**config.mk**
```make
export PLATFORM = sky130hd
export DESIGN_NAME = acd_top
export DESIGN_NICKNAME = d
export VERILOG_FILES = /design/src/rtl/acd_pkg.sv /design/src/rtl/acd_top.sv /design/src/rtl/acd_corr.sv
export SDC_FILE = /design/constraint.sdc
export NUM_CORES = 1
export LEC_CHECK = 0
export BUFFER_PORTS_ARGS = -buffer_cell sky130_fd_sc_hd__buf_4
export CORE_ASPECT_RATIO = 0.8
export CORE_MARGIN = 2
export CORE_UTILIZATION = 42
export DETAILED_ROUTE_END_ITERATION = 7
export PLACE_DENSITY_LB_ADDON = 0.08
export SYNTH_ARGS = -nofsm -noshare
export SYNTH_HDL_FRONTEND = slang
export SYNTH_SLANG_ARGS = --single-unit
```
**constraint.sdc**
```tcl
create_clock -name clk -period 11.47 [get_ports clk]
set_input_delay 1.147 -clock clk [delete_from_list [all_inputs] [get_ports clk]]
set_output_delay 1.147 -clock clk [all_outputs]
set_load 0.02 [all_outputs]
```
**src/rtl/acd_pkg.sv**
```systemverilog
// Constants, types and register map of the converter correction and transfer block
// Operation
// - Add signed offset to each raw 16-bit result first.
// - Multiply offset-corrected value by 16-bit unsigned gain, signed result.
// - Clamp product to 0x7fff or 0x8000 and set saturation flag.
// - Halve the saturated value to give the final sample.
// - Gain is Q1.15: bit 15 integer, bits 14:0 fraction.
// - Reset clears offset and sets gain to 0x8000.
// - Channel stores corrected samples, never raw results.
// - Buffer size counts 16-bit samples.
// - Software resets channel then loads it; load starts the selected mode.
// - Wrap select 0 is linear mode, 1 is auto wrap.
// - Linear mode stops after the programmed count and sets full flag.
// - Sample arriving after linear fill sets the overrun flag.
// - Auto wrap returns pointer to start and keeps writing.
// - Half flag on lower half filled, full flag on upper half filled.
// - Current-address register shows the location being written.
// - Converter runs continuously while its enable bit is set.
// - Configuration writes never halt the running channel; a channel-config write with the reset bit set returns it to idle.
// - Samples are 16 bits, significant bits left-aligned.
`default_nettype none
package acd_pkg;
    localparam int          DATA_W        = 16;
    localparam int          ADDR_W        = 32;
    localparam logic [7:0]  OFS_OFFSET    = 8'h00;
    localparam logic [7:0]  OFS_GAIN      = 8'h04;
    localparam logic [7:0]  OFS_CONV_CFG  = 8'h08;
    localparam logic [7:0]  OFS_BUF_START = 8'h0c;
    localparam logic [7:0]  OFS_BUF_COUNT = 8'h10;
    localparam logic [7:0]  OFS_CHAN_CFG  = 8'h14;
    localparam logic [7:0]  OFS_CUR_ADDR  = 8'h18;
    localparam logic [7:0]  OFS_FLAGS     = 8'h1c;
    localparam logic [15:0] RST_OFFSET    = 16'h0000;
    localparam logic [15:0] RST_GAIN      = 16'h8000;
    localparam int          FRAC_BITS     = 15;
    localparam logic [18:0] SAT_MAX       = 19'h03fff << 1 | 19'h00001;
    localparam logic [18:0] SAT_MIN       = 19'h7c000 << 1;
    localparam logic [15:0] CLIP_MAX      = 16'h7fff;
    localparam logic [15:0] CLIP_MIN      = 16'h8000;
    localparam logic [31:0] ADDR_STEP     = 32'h0000_0002;
    // Conversion config bits
    localparam int          BIT_CONV_EN   = 0;
    localparam int          BIT_NEG_SEL   = 1;
    // Channel config bits
    localparam int          BIT_WRAP      = 0;
    localparam int          BIT_LOAD      = 1;
    localparam int          BIT_CHAN_RST  = 4;
    // Event flag bits
    localparam int          FLG_SAT       = 0;
    localparam int          FLG_HALF      = 1;
    localparam int          FLG_FULL      = 2;
    localparam int          FLG_OVR       = 3;
    localparam int          FLG_W         = 4;

    typedef enum logic [1:0] {
        CH_IDLE,
        CH_RUN,
        CH_FULL
    } acd_chan_e;

    typedef struct packed {
        logic              valid;
        logic [DATA_W-1:0] data;
        logic              sat;
    } acd_sample_s;

    typedef struct packed {
        logic                    wr_valid;
        logic [ADDR_W-1:0]       wr_addr;
        logic [DATA_W-1:0]       wr_data;
    } acd_ram_wr_s;
endpackage : acd_pkg
`default_nettype wire

```
**src/rtl/acd_top.sv**
```systemverilog
// Converter back end: register file, correction stage and sample transfer channel
//
// Our own choices: the APB slave port and the address map.
`default_nettype none
module acd_top (
    input  wire logic                        clk,
    input  wire logic                        rstn,
    input  wire logic                        psel,
    input  wire logic                        penable,
    input  wire logic                        pwrite,
    input  wire logic [7:0]                  paddr,
    input  wire logic [31:0]                 pwdata,
    output logic [31:0]                      prdata,
    output logic                             pready,
    output logic                             pslverr,
    output logic                             conv_enable,
    output logic                             neg_buffer_select,
    input  wire logic                        conv_done,
    input  wire logic [acd_pkg::DATA_W-1:0]  conv_result,
    output acd_pkg::acd_ram_wr_s             ram_wr,
    input  wire logic                        ram_wr_ready
);
    typedef struct packed {
        logic [15:0]                offset;
        logic [15:0]                gain;
        logic                       conv_en;
        logic                       neg_sel;
        logic [acd_pkg::ADDR_W-1:0] buf_start;
        logic [15:0]                buf_count;
        logic                       wrap;
        acd_pkg::acd_chan_e         chan;
        logic [15:0]                done_cnt;
        logic [acd_pkg::ADDR_W-1:0] cur;
        logic [acd_pkg::FLG_W-1:0]  flags;
        acd_pkg::acd_ram_wr_s       wr;
        logic [31:0]                rdata;
    } acd_state_s;

    acd_state_s            s_q, s_d;
    acd_pkg::acd_sample_s  corr;
    logic                  acc;
    logic                  mapped;
    logic                  wr_acc;
    logic [15:0]           cnt_n;
    logic [acd_pkg::FLG_W-1:0] set;
    logic [acd_pkg::FLG_W-1:0] clr;
    logic [31:0]           rd;

    // Results only pass while the converter is enabled
    acd_corr u_corr (
        .clk    (clk),
        .rstn   (rstn),
        .in_valid(conv_done && s_q.conv_en),
        .in_raw (conv_result),
        .offset (s_q.offset),
        .gain   (s_q.gain),
        .out    (corr)
    );

    always_comb begin
        case (paddr)
            acd_pkg::OFS_OFFSET,
            acd_pkg::OFS_GAIN,
            acd_pkg::OFS_CONV_CFG,
            acd_pkg::OFS_BUF_START,
            acd_pkg::OFS_BUF_COUNT,
            acd_pkg::OFS_CHAN_CFG,
            acd_pkg::OFS_CUR_ADDR,
            acd_pkg::OFS_FLAGS: mapped = 1'b1;
            default:            mapped = 1'b0;
        endcase
        rd = '0;
        case (paddr)
            acd_pkg::OFS_OFFSET:    rd[15:0] = s_q.offset;
            acd_pkg::OFS_GAIN:      rd[15:0] = s_q.gain;
            acd_pkg::OFS_CONV_CFG:  rd[1:0]  = {s_q.neg_sel, s_q.conv_en};
            acd_pkg::OFS_BUF_START: rd       = s_q.buf_start;
            acd_pkg::OFS_BUF_COUNT: rd[15:0] = s_q.buf_count;
            acd_pkg::OFS_CHAN_CFG:  rd[acd_pkg::BIT_WRAP] = s_q.wrap;
            acd_pkg::OFS_CUR_ADDR:  rd       = s_q.cur;
            acd_pkg::OFS_FLAGS:     rd[acd_pkg::FLG_W-1:0] = s_q.flags;
            default:                rd       = '0;
        endcase
    end

    assign acc    = psel && penable;
    assign wr_acc = acc && pwrite && mapped;

    always_comb begin
        s_d   = s_q;
        set   = '0;
        clr   = '0;
        cnt_n = s_q.done_cnt + 16'h0001;
        if (psel && !penable) begin
            s_d.rdata = rd;
        end
        // Sample capture; a busy slot or a stopped linear buffer counts as overrun
        if (corr.valid) begin
            set[acd_pkg::FLG_SAT] = corr.sat;
            if (s_q.chan == acd_pkg::CH_RUN && !s_q.wr.wr_valid) begin
                s_d.wr.wr_valid = 1'b1;
                s_d.wr.wr_addr  = s_q.cur;
                s_d.wr.wr_data  = corr.data;
            end else if (s_q.chan != acd_pkg::CH_IDLE) begin
                set[acd_pkg::FLG_OVR] = 1'b1;
            end
        end
        if (s_q.wr.wr_valid && ram_wr_ready) begin
            s_d.wr.wr_valid = 1'b0;
            if (cnt_n == {1'b0, s_q.buf_count[15:1]}) begin
                set[acd_pkg::FLG_HALF] = 1'b1;
            end
            if (cnt_n == s_q.buf_count) begin
                set[acd_pkg::FLG_FULL] = 1'b1;
                s_d.done_cnt = '0;
                if (s_q.wrap) begin
                    s_d.cur = s_q.buf_start;
                end else begin
                    s_d.chan = acd_pkg::CH_FULL;
                end
            end else begin
                s_d.done_cnt = cnt_n;
                s_d.cur      = s_q.cur + acd_pkg::ADDR_STEP;
            end
        end
        if (wr_acc) begin
            case (paddr)
                acd_pkg::OFS_OFFSET:    s_d.offset = pwdata[15:0];
                acd_pkg::OFS_GAIN:      s_d.gain   = pwdata[15:0];
                acd_pkg::OFS_CONV_CFG: begin
                    // Channel keeps running across configuration changes
                    s_d.conv_en = pwdata[acd_pkg::BIT_CONV_EN];
                    s_d.neg_sel = pwdata[acd_pkg::BIT_NEG_SEL];
                end
                acd_pkg::OFS_BUF_START: s_d.buf_start = {pwdata[31:1], 1'b0};
                acd_pkg::OFS_BUF_COUNT: s_d.buf_count = pwdata[15:0];
                acd_pkg::OFS_CHAN_CFG: begin
                    s_d.wrap = pwdata[acd_pkg::BIT_WRAP];
                    if (pwdata[acd_pkg::BIT_CHAN_RST]) begin
                        s_d.chan        = acd_pkg::CH_IDLE;
                        s_d.wr.wr_valid = 1'b0;
                        s_d.done_cnt    = '0;
                        s_d.cur         = s_q.buf_start;
                    end else if (pwdata[acd_pkg::BIT_LOAD]) begin
                        s_d.chan        = acd_pkg::CH_RUN;
                        s_d.done_cnt    = '0;
                        s_d.cur         = s_q.buf_start;
                    end
                end
                acd_pkg::OFS_FLAGS:     clr = pwdata[acd_pkg::FLG_W-1:0];
                default: ;
            endcase
        end
        // New events win over a clear in the same cycle
        s_d.flags = (s_q.flags & ~clr) | set;
    end

    always_ff @(posedge clk) begin
        if (!rstn) begin
            s_q        <= '0;
            s_q.offset <= acd_pkg::RST_OFFSET;
            s_q.gain   <= acd_pkg::RST_GAIN;
            s_q.chan   <= acd_pkg::CH_IDLE;
        end else begin
            s_q <= s_d;
        end
    end

    assign prdata            = s_q.rdata;
    assign pready            = 1'b1;
    assign pslverr           = acc && !mapped;
    assign conv_enable       = s_q.conv_en;
    assign neg_buffer_select = s_q.neg_sel;
    assign ram_wr            = s_q.wr;

    property p_reset_vals;
        @(posedge clk) !rstn |=> s_q.gain == acd_pkg::RST_GAIN && s_q.offset == '0;
    endproperty
    a_reset_vals: assert property (p_reset_vals) else $error("bad offset/gain reset");

    property p_load;
        @(posedge clk) disable iff (!rstn)
            wr_acc && paddr == acd_pkg::OFS_CHAN_CFG && pwdata[acd_pkg::BIT_LOAD]
            && !pwdata[acd_pkg::BIT_CHAN_RST]
            |=> s_q.chan == acd_pkg::CH_RUN && s_q.cur == $past(s_q.buf_start);
    endproperty
    a_load: assert property (p_load) else $error("load did not start channel");

    property p_linear_stop;
        @(posedge clk) disable iff (!rstn)
            s_q.wr.wr_valid && ram_wr_ready && !s_q.wrap && cnt_n == s_q.buf_count && !wr_acc
            |=> s_q.chan == acd_pkg::CH_FULL && s_q.flags[acd_pkg::FLG_FULL];
    endproperty
    a_linear_stop: assert property (p_linear_stop) else $error("linear fill ran on");

    property p_overrun;
        @(posedge clk) disable iff (!rstn)
            s_q.chan == acd_pkg::CH_FULL && corr.valid |=> s_q.flags[acd_pkg::FLG_OVR];
    endproperty
    a_overrun: assert property (p_overrun) else $error("overrun not flagged");

    property p_wrap;
        @(posedge clk) disable iff (!rstn)
            s_q.wr.wr_valid && ram_wr_ready && s_q.wrap && cnt_n == s_q.buf_count && !wr_acc
            |=> s_q.cur == s_q.buf_start && s_q.chan == acd_pkg::CH_RUN;
    endproperty
    a_wrap: assert property (p_wrap) else $error("wrap did not return to start");

    property p_half;
        @(posedge clk) disable iff (!rstn)
            s_q.wr.wr_valid && ram_wr_ready && cnt_n == {1'b0, s_q.buf_count[15:1]}
            |=> s_q.flags[acd_pkg::FLG_HALF];
    endproperty
    a_half: assert property (p_half) else $error("half flag missing");

    property p_cur_addr;
        @(posedge clk) disable iff (!rstn)
            s_q.wr.wr_valid |-> s_q.wr.wr_addr == s_q.cur;
    endproperty
    a_cur_addr: assert property (p_cur_addr) else $error("write address not current");

    property p_step;
        @(posedge clk) disable iff (!rstn)
            s_q.wr.wr_valid && ram_wr_ready && cnt_n != s_q.buf_count && !wr_acc
            |=> s_q.cur == $past(s_q.cur) + acd_pkg::ADDR_STEP;
    endproperty
    a_step: assert property (p_step) else $error("address did not step by two");

    property p_stored;
        @(posedge clk) disable iff (!rstn)
            corr.valid && s_q.chan == acd_pkg::CH_RUN && !s_q.wr.wr_valid && !wr_acc
            |=> s_q.wr.wr_valid && s_q.wr.wr_data == $past(corr.data);
    endproperty
    a_stored: assert property (p_stored) else $error("corrected sample not stored");

    property p_sat_flag;
        @(posedge clk) disable iff (!rstn)
            corr.valid && corr.sat |=> s_q.flags[acd_pkg::FLG_SAT];
    endproperty
    a_sat_flag: assert property (p_sat_flag) else $error("saturation not flagged");

    property p_ofs_wr;
        @(posedge clk) disable iff (!rstn)
            wr_acc && paddr == acd_pkg::OFS_OFFSET |=> s_q.offset == $past(pwdata[15:0]);
    endproperty
    a_ofs_wr: assert property (p_ofs_wr) else $error("offset write lost");

    property p_gain_wr;
        @(posedge clk) disable iff (!rstn)
            wr_acc && paddr == acd_pkg::OFS_GAIN |=> s_q.gain == $past(pwdata[15:0]);
    endproperty
    a_gain_wr: assert property (p_gain_wr) else $error("gain write lost");

    // A converter that is off must not feed the channel
    property p_off_drop;
        @(posedge clk) disable iff (!rstn)
            !s_q.conv_en |=> !corr.valid;
    endproperty
    a_off_drop: assert property (p_off_drop) else $error("sample while off");

    property p_cfg_run;
        @(posedge clk) disable iff (!rstn)
            wr_acc && paddr == acd_pkg::OFS_CONV_CFG && !(s_q.wr.wr_valid && ram_wr_ready)
            |=> s_q.chan == $past(s_q.chan);
    endproperty
    a_cfg_run: assert property (p_cfg_run) else $error("config write moved channel");

    property p_wrap_sel;
        @(posedge clk) disable iff (!rstn)
            wr_acc && paddr == acd_pkg::OFS_CHAN_CFG
            |=> s_q.wrap == $past(pwdata[acd_pkg::BIT_WRAP]);
    endproperty
    a_wrap_sel: assert property (p_wrap_sel) else $error("mode bit not taken");

    property p_chan_rst;
        @(posedge clk) disable iff (!rstn)
            wr_acc && paddr == acd_pkg::OFS_CHAN_CFG && pwdata[acd_pkg::BIT_CHAN_RST]
            |=> s_q.chan == acd_pkg::CH_IDLE && !s_q.wr.wr_valid
                && s_q.cur == $past(s_q.buf_start);
    endproperty
    a_chan_rst: assert property (p_chan_rst) else $error("channel reset ignored");

    // Request stays put until the RAM takes it
    property p_wr_hold;
        @(posedge clk) disable iff (!rstn)
            s_q.wr.wr_valid && !ram_wr_ready && !wr_acc
            |=> s_q.wr.wr_valid && $stable(s_q.wr.wr_addr) && $stable(s_q.wr.wr_data);
    endproperty
    a_wr_hold: assert property (p_wr_hold) else $error("write request dropped");

    property p_idle_quiet;
        @(posedge clk) disable iff (!rstn)
            s_q.chan == acd_pkg::CH_IDLE && !s_q.wr.wr_valid |=> !s_q.wr.wr_valid;
    endproperty
    a_idle_quiet: assert property (p_idle_quiet) else $error("write before load");

    property p_full_quiet;
        @(posedge clk) disable iff (!rstn)
            s_q.chan == acd_pkg::CH_FULL && !s_q.wr.wr_valid |=> !s_q.wr.wr_valid;
    endproperty
    a_full_quiet: assert property (p_full_quiet) else $error("write after fill");

    property p_count;
        @(posedge clk) disable iff (!rstn)
            s_q.wr.wr_valid && ram_wr_ready && cnt_n != s_q.buf_count && !wr_acc
            |=> s_q.done_cnt == $past(cnt_n);
    endproperty
    a_count: assert property (p_count) else $error("sample count not advanced");

    property p_cur_read;
        @(posedge clk) disable iff (!rstn)
            psel && !penable && paddr == acd_pkg::OFS_CUR_ADDR |=> prdata == $past(s_q.cur);
    endproperty
    a_cur_read: assert property (p_cur_read) else $error("current address misread");
endmodule : acd_top
`default_nettype wire

```
**src/rtl/acd_corr.sv**
```systemverilog
// Offset, gain, saturation and halving of one conversion result
`default_nettype none
module acd_corr (
    input  wire logic                        clk,
    input  wire logic                        rstn,
    input  wire logic                        in_valid,
    input  wire logic [acd_pkg::DATA_W-1:0]  in_raw,
    input  wire logic [acd_pkg::DATA_W-1:0]  offset,
    input  wire logic [acd_pkg::DATA_W-1:0]  gain,
    output acd_pkg::acd_sample_s             out
);
    acd_pkg::acd_sample_s s_q, s_d;
    logic signed [16:0] sum;
    logic signed [33:0] prod;
    logic signed [18:0] scl;
    logic        [15:0] clip;
    logic               sat;

    always_comb begin
        sum  = $signed({in_raw[15], in_raw}) + $signed({offset[15], offset});
        prod = sum * $signed({1'b0, gain});
        scl  = prod[acd_pkg::FRAC_BITS+18:acd_pkg::FRAC_BITS];
        sat  = 1'b0;
        clip = scl[15:0];
        if (scl > $signed(acd_pkg::SAT_MAX)) begin
            clip = acd_pkg::CLIP_MAX;
            sat  = 1'b1;
        end else if (scl < $signed(acd_pkg::SAT_MIN)) begin
            clip = acd_pkg::CLIP_MIN;
            sat  = 1'b1;
        end
        s_d       = s_q;
        s_d.valid = in_valid;
        if (in_valid) begin
            s_d.data = {clip[15], clip[15:1]};
            s_d.sat  = sat;
        end
    end

    always_ff @(posedge clk) begin
        if (!rstn) begin
            s_q <= '0;
        end else begin
            s_q <= s_d;
        end
    end

    assign out = s_q;

    property p_corr_latency;
        @(posedge clk) disable iff (!rstn) in_valid |=> out.valid;
    endproperty
    a_corr_latency: assert property (p_corr_latency) else $error("late result");

    property p_corr_clip;
        @(posedge clk) disable iff (!rstn)
            out.valid && out.sat |-> (out.data == 16'h3fff || out.data == 16'hc000);
    endproperty
    a_corr_clip: assert property (p_corr_clip) else $error("bad clamp value");

    property p_corr_unity;
        @(posedge clk) disable iff (!rstn)
            in_valid && gain == acd_pkg::RST_GAIN && offset == '0
            |=> !out.sat && out.data == {$past(in_raw[15]), $past(in_raw[15:1])};
    endproperty
    a_corr_unity: assert property (p_corr_unity) else $error("unity gain not halving");
endmodule : acd_corr
`default_nettype wire

```
==> flow_summary.yaml <==
outcome:
  status: "completed"
yosys:
  synthFlopType: "dfxtp_1"
  synthesis.area_um2: 22550
  synthArstFlopShare: 0
  yosysTopAreaCell: "fa_1"
  synth_cells: 2744
  yosysWarnings: 0
  ys_seq_area_frac: 0.2068
  syn_area_per_cell_um2: 8.219
  synth_nets: 3183
  synth_edf_count: 0
  synth.distinct_cells: 83
  synth_area_leaders: "fa_1 24%, dfxtp_1 21%, nand2_1 8.0%"
  synth_top_area_share: 0.2388
  synth_seq_cells: 233
cts:
  cts.sinks: 233
  clock_tree.buffer_depth: 3
  hold_buffers: 0
  cts-root-buf: "clkbuf_16"
  clk_pin_slew_worst_paths_ns: 0.06
  cts_tree: "done"
  cts_buffers: 25
  h-tree-depth: 1
  clk_latency_ns: 0.54
  cts-resized-gates: 0
  post_cts_buffers: 0
drt:
  drtIter0Drc: 1793
  routedWlPerCell_um: 21.27
  detail_route.vias_per_cell: 5.465
  finalWirelength_um: 72630
  dr.pass1.iters: 5
  drc: 0
  ant_nets: 0
  vias: 18660
layout:
  drive_gt1_frac: 0.09702
  nets: 3143
  antenna_cells: 0
  area_growth_pct: 8.433
  final_core_util: 0.4637
worst_setup_path:
  path_common_cell: "fa_1"
  cp_slowest_cell: "fa_1"
  r2r_cells: 30
  r2r_start: "s_q[202]"
  arrival_ns: 10.20
  slowest_delay_ns: 0.73
  critPathBufInv: 6
  reg2reg_slack_ns: 2.11
  critical_path_required_ns: 11.95
  cp-end-kind: "flip-flop"
  crit_type: "in -> reg"
  critPathLaunchType: "input port"
  cp_top_family: "adder cells"
  r2r-end: "u_corr.out[4]"
  crit_fanout: 17
  cp.depth: 31
power_and_ir_drop:
  power_frac_seq: 0.450
  peakVddDrop_mv: 0.09209
  power_per_cell_area_nw_per_um2: 74.78
  p_total_w: 0.001829
  switching_share: 0.2530
  pwr-share-comb: 0.090
  clockPowerShare: 0.459
  p_switching_w: 0.0004627
  p_leak_nw: 10.72
  p_int_w: 0.001366
global_route:
  grt_pass1_vias: 18410
  antenna_found_initial: 1
  grt_remaining_overflow: 0
  grt_usage: 0.2622
  grt_pass1_wl_um: 112600
  grt_max_degree: 82
floorplan:
  boundaryPins: 148
  std_cell_rows: 75
  die-height_um: 211.3
  die-area_um2: 55570
  fp.dieW_um: 263.1
  initial_core_util: 0.4276
  coreArea_um2: 52740
worst_hold_path:
  hp-class: "reg -> reg"
  min_to: "ram_wr[35]"
  hold_depth: 2
  min_from: "ram_wr[35]"
sta:
  fmax_mhz: 102.8
  hold_violations: 0
  rsz0062_at_grt: "false"
  setup_viol: 0
  period_share: 0.8479
  slew_headroom: 0.1579
  setup_tns_ns: 0
  slew_violations: 0
  worst_slew_pin_slew_ns: 1.260
  min_period_ns: 9.725
  fin_skew_ns: 0.01847
placed_design:
  io_buffers: 146
  post-dp-hpwl_um: 56030
  place_congestion: 0.8792
job:
  max_cap_violations: 0
## cell usage after synthesis, drive strengths merged (4+ instances only)
master and number:
nand2 478, inv 358, fa 269, dfxtp 233
a21oi 198, clkbuf 143, and2 128, ha 107
buf 103, nor2 100, o21ai 81, xnor2 57
nand3 49, nor3 49, a221oi 33, and3 27
xor2 24, a211oi 19, a22oi 19, a31oi 19
nor2b 18, a21o 16, nand2b 15, o21a 15
o221a 15, nand4 14, nor4 13, mux2i 11
o2111ai 9, o31ai 9, o22ai 8, nand3b 7
o211ai 7, or3 7, xnor3 7, nor3b 6
o21bai 5, o31a 5, or4 5, and4 4
## how the worst max path moves through the flow
stage	from	end	slack, ns
finish	conv_result[0]	u_corr.out[4]	1.75
global route	conv_result[0]	u_corr.out[2]	1.10
CTS	conv_result[0]	u_corr.out[4]	1.82
detailed placement	conv_result[0]	u_corr.out[12]	1.30
global placement	conv_result[0]	u_corr.out[13]	1.53
floorplan	conv_result[0]	u_corr.out[6]	2.01
## layout by cell type (no fill, tap or decap), drive strengths merged, types with 24 or more instances in the layout
master  count
inv       361
xnor2      57
clkbuf     36
nand2     478
a21oi     198
buf       179
dfxtp     233
o21ai      81
nand3      49
nor2      100
fa        269
nor3       49
ha        107
and2      128
and3       27
a221oi     33
xor2       24
## final cells by class
class / count / area, µm²
inverter: 358 / 1346
timing repair buffer: 179 / 1344
fill: 5282 / 28280
multi-input combinational: 1907 / 15390
clock buffer: 36 / 737.0
sequential: 233 / 4664
clock inverter: 8 / 103.9
tap: 693 / 867.1
## kinds of logic after synthesis
group / after synthesis / synth area share
compound gates: 495 / 0.1407
other cells: 1 / 0.0001663
buf+inv: 604 / 0.1156
simple gates: 931 / 0.1929
fa+ha+maj: 379 / 0.2995
mux: 13 / 0.005881
xor+xnor: 88 / 0.03845
flops: 233 / 0.2068
## metrics by stage
| stage | std cells | worst slack, ns | hold slack, ns | instance area, µm² |
|---|---|---|---|---|
| 3_5_place_dp | 3370 | 1.301 | 0.4469 | 23610 |
| 6_report | 3414 | 1.745 | 0.4531 | 24450 |
| 4_1_cts | 3414 | 1.825 | 0.4560 | 24450 |
| 2_1_floorplan | 2744 | 2.006 | 0.4316 | 22550 |
| 5_1_grt | 3414 | 1.102 | 0.4726 | 24450 |
| 3_3_place_gp | 3370 | 1.535 | 0.4429 | 23610 |
## flip-flops by register name, indices dropped and copies added (netlist names)
name               count
s_q                  134
ram_wr                48
prdata                32
u_corr.out            17
conv_enable            1
neg_buffer_select      1
## power by group through the flow
stage	clock network (W)	logic [W]	registers [W]
2_1_floorplan	0	0.0000990	0.000836
3_3_place_gp	0	0.000162	0.000841
3_5_place_dp	0	0.000163	0.000842
4_1_cts	0.000858	0.000163	0.000823
5_1_grt	0.000892	0.000179	0.000823
6_report	0.000840	0.000165	0.000823
## worst register-to-register path: cells and delay by family, from the launching register on
kind	cells	cell delay (ns)
fa+ha+maj	9	4.33
buf+inv	5	0.45
flops	1	0.38
compound gates	8	1.94
simple gates	8	2.18
## layer usage
| layer | track usage | vias up | routed length, µm |
|---|---|---|---|
| met5 | 0 | - | 0 |
| met4 | 0.04433 | 0 | 1100 |
| met3 | 0.07566 | 56 | 7331 |
| met2 | 0.3547 | 667 | 28030 |
| met1 | 0.4105 | 9179 | 36160 |
| li1 | - | 8757 | - |
Note: power is estimated with default switching activity, not from simulation.
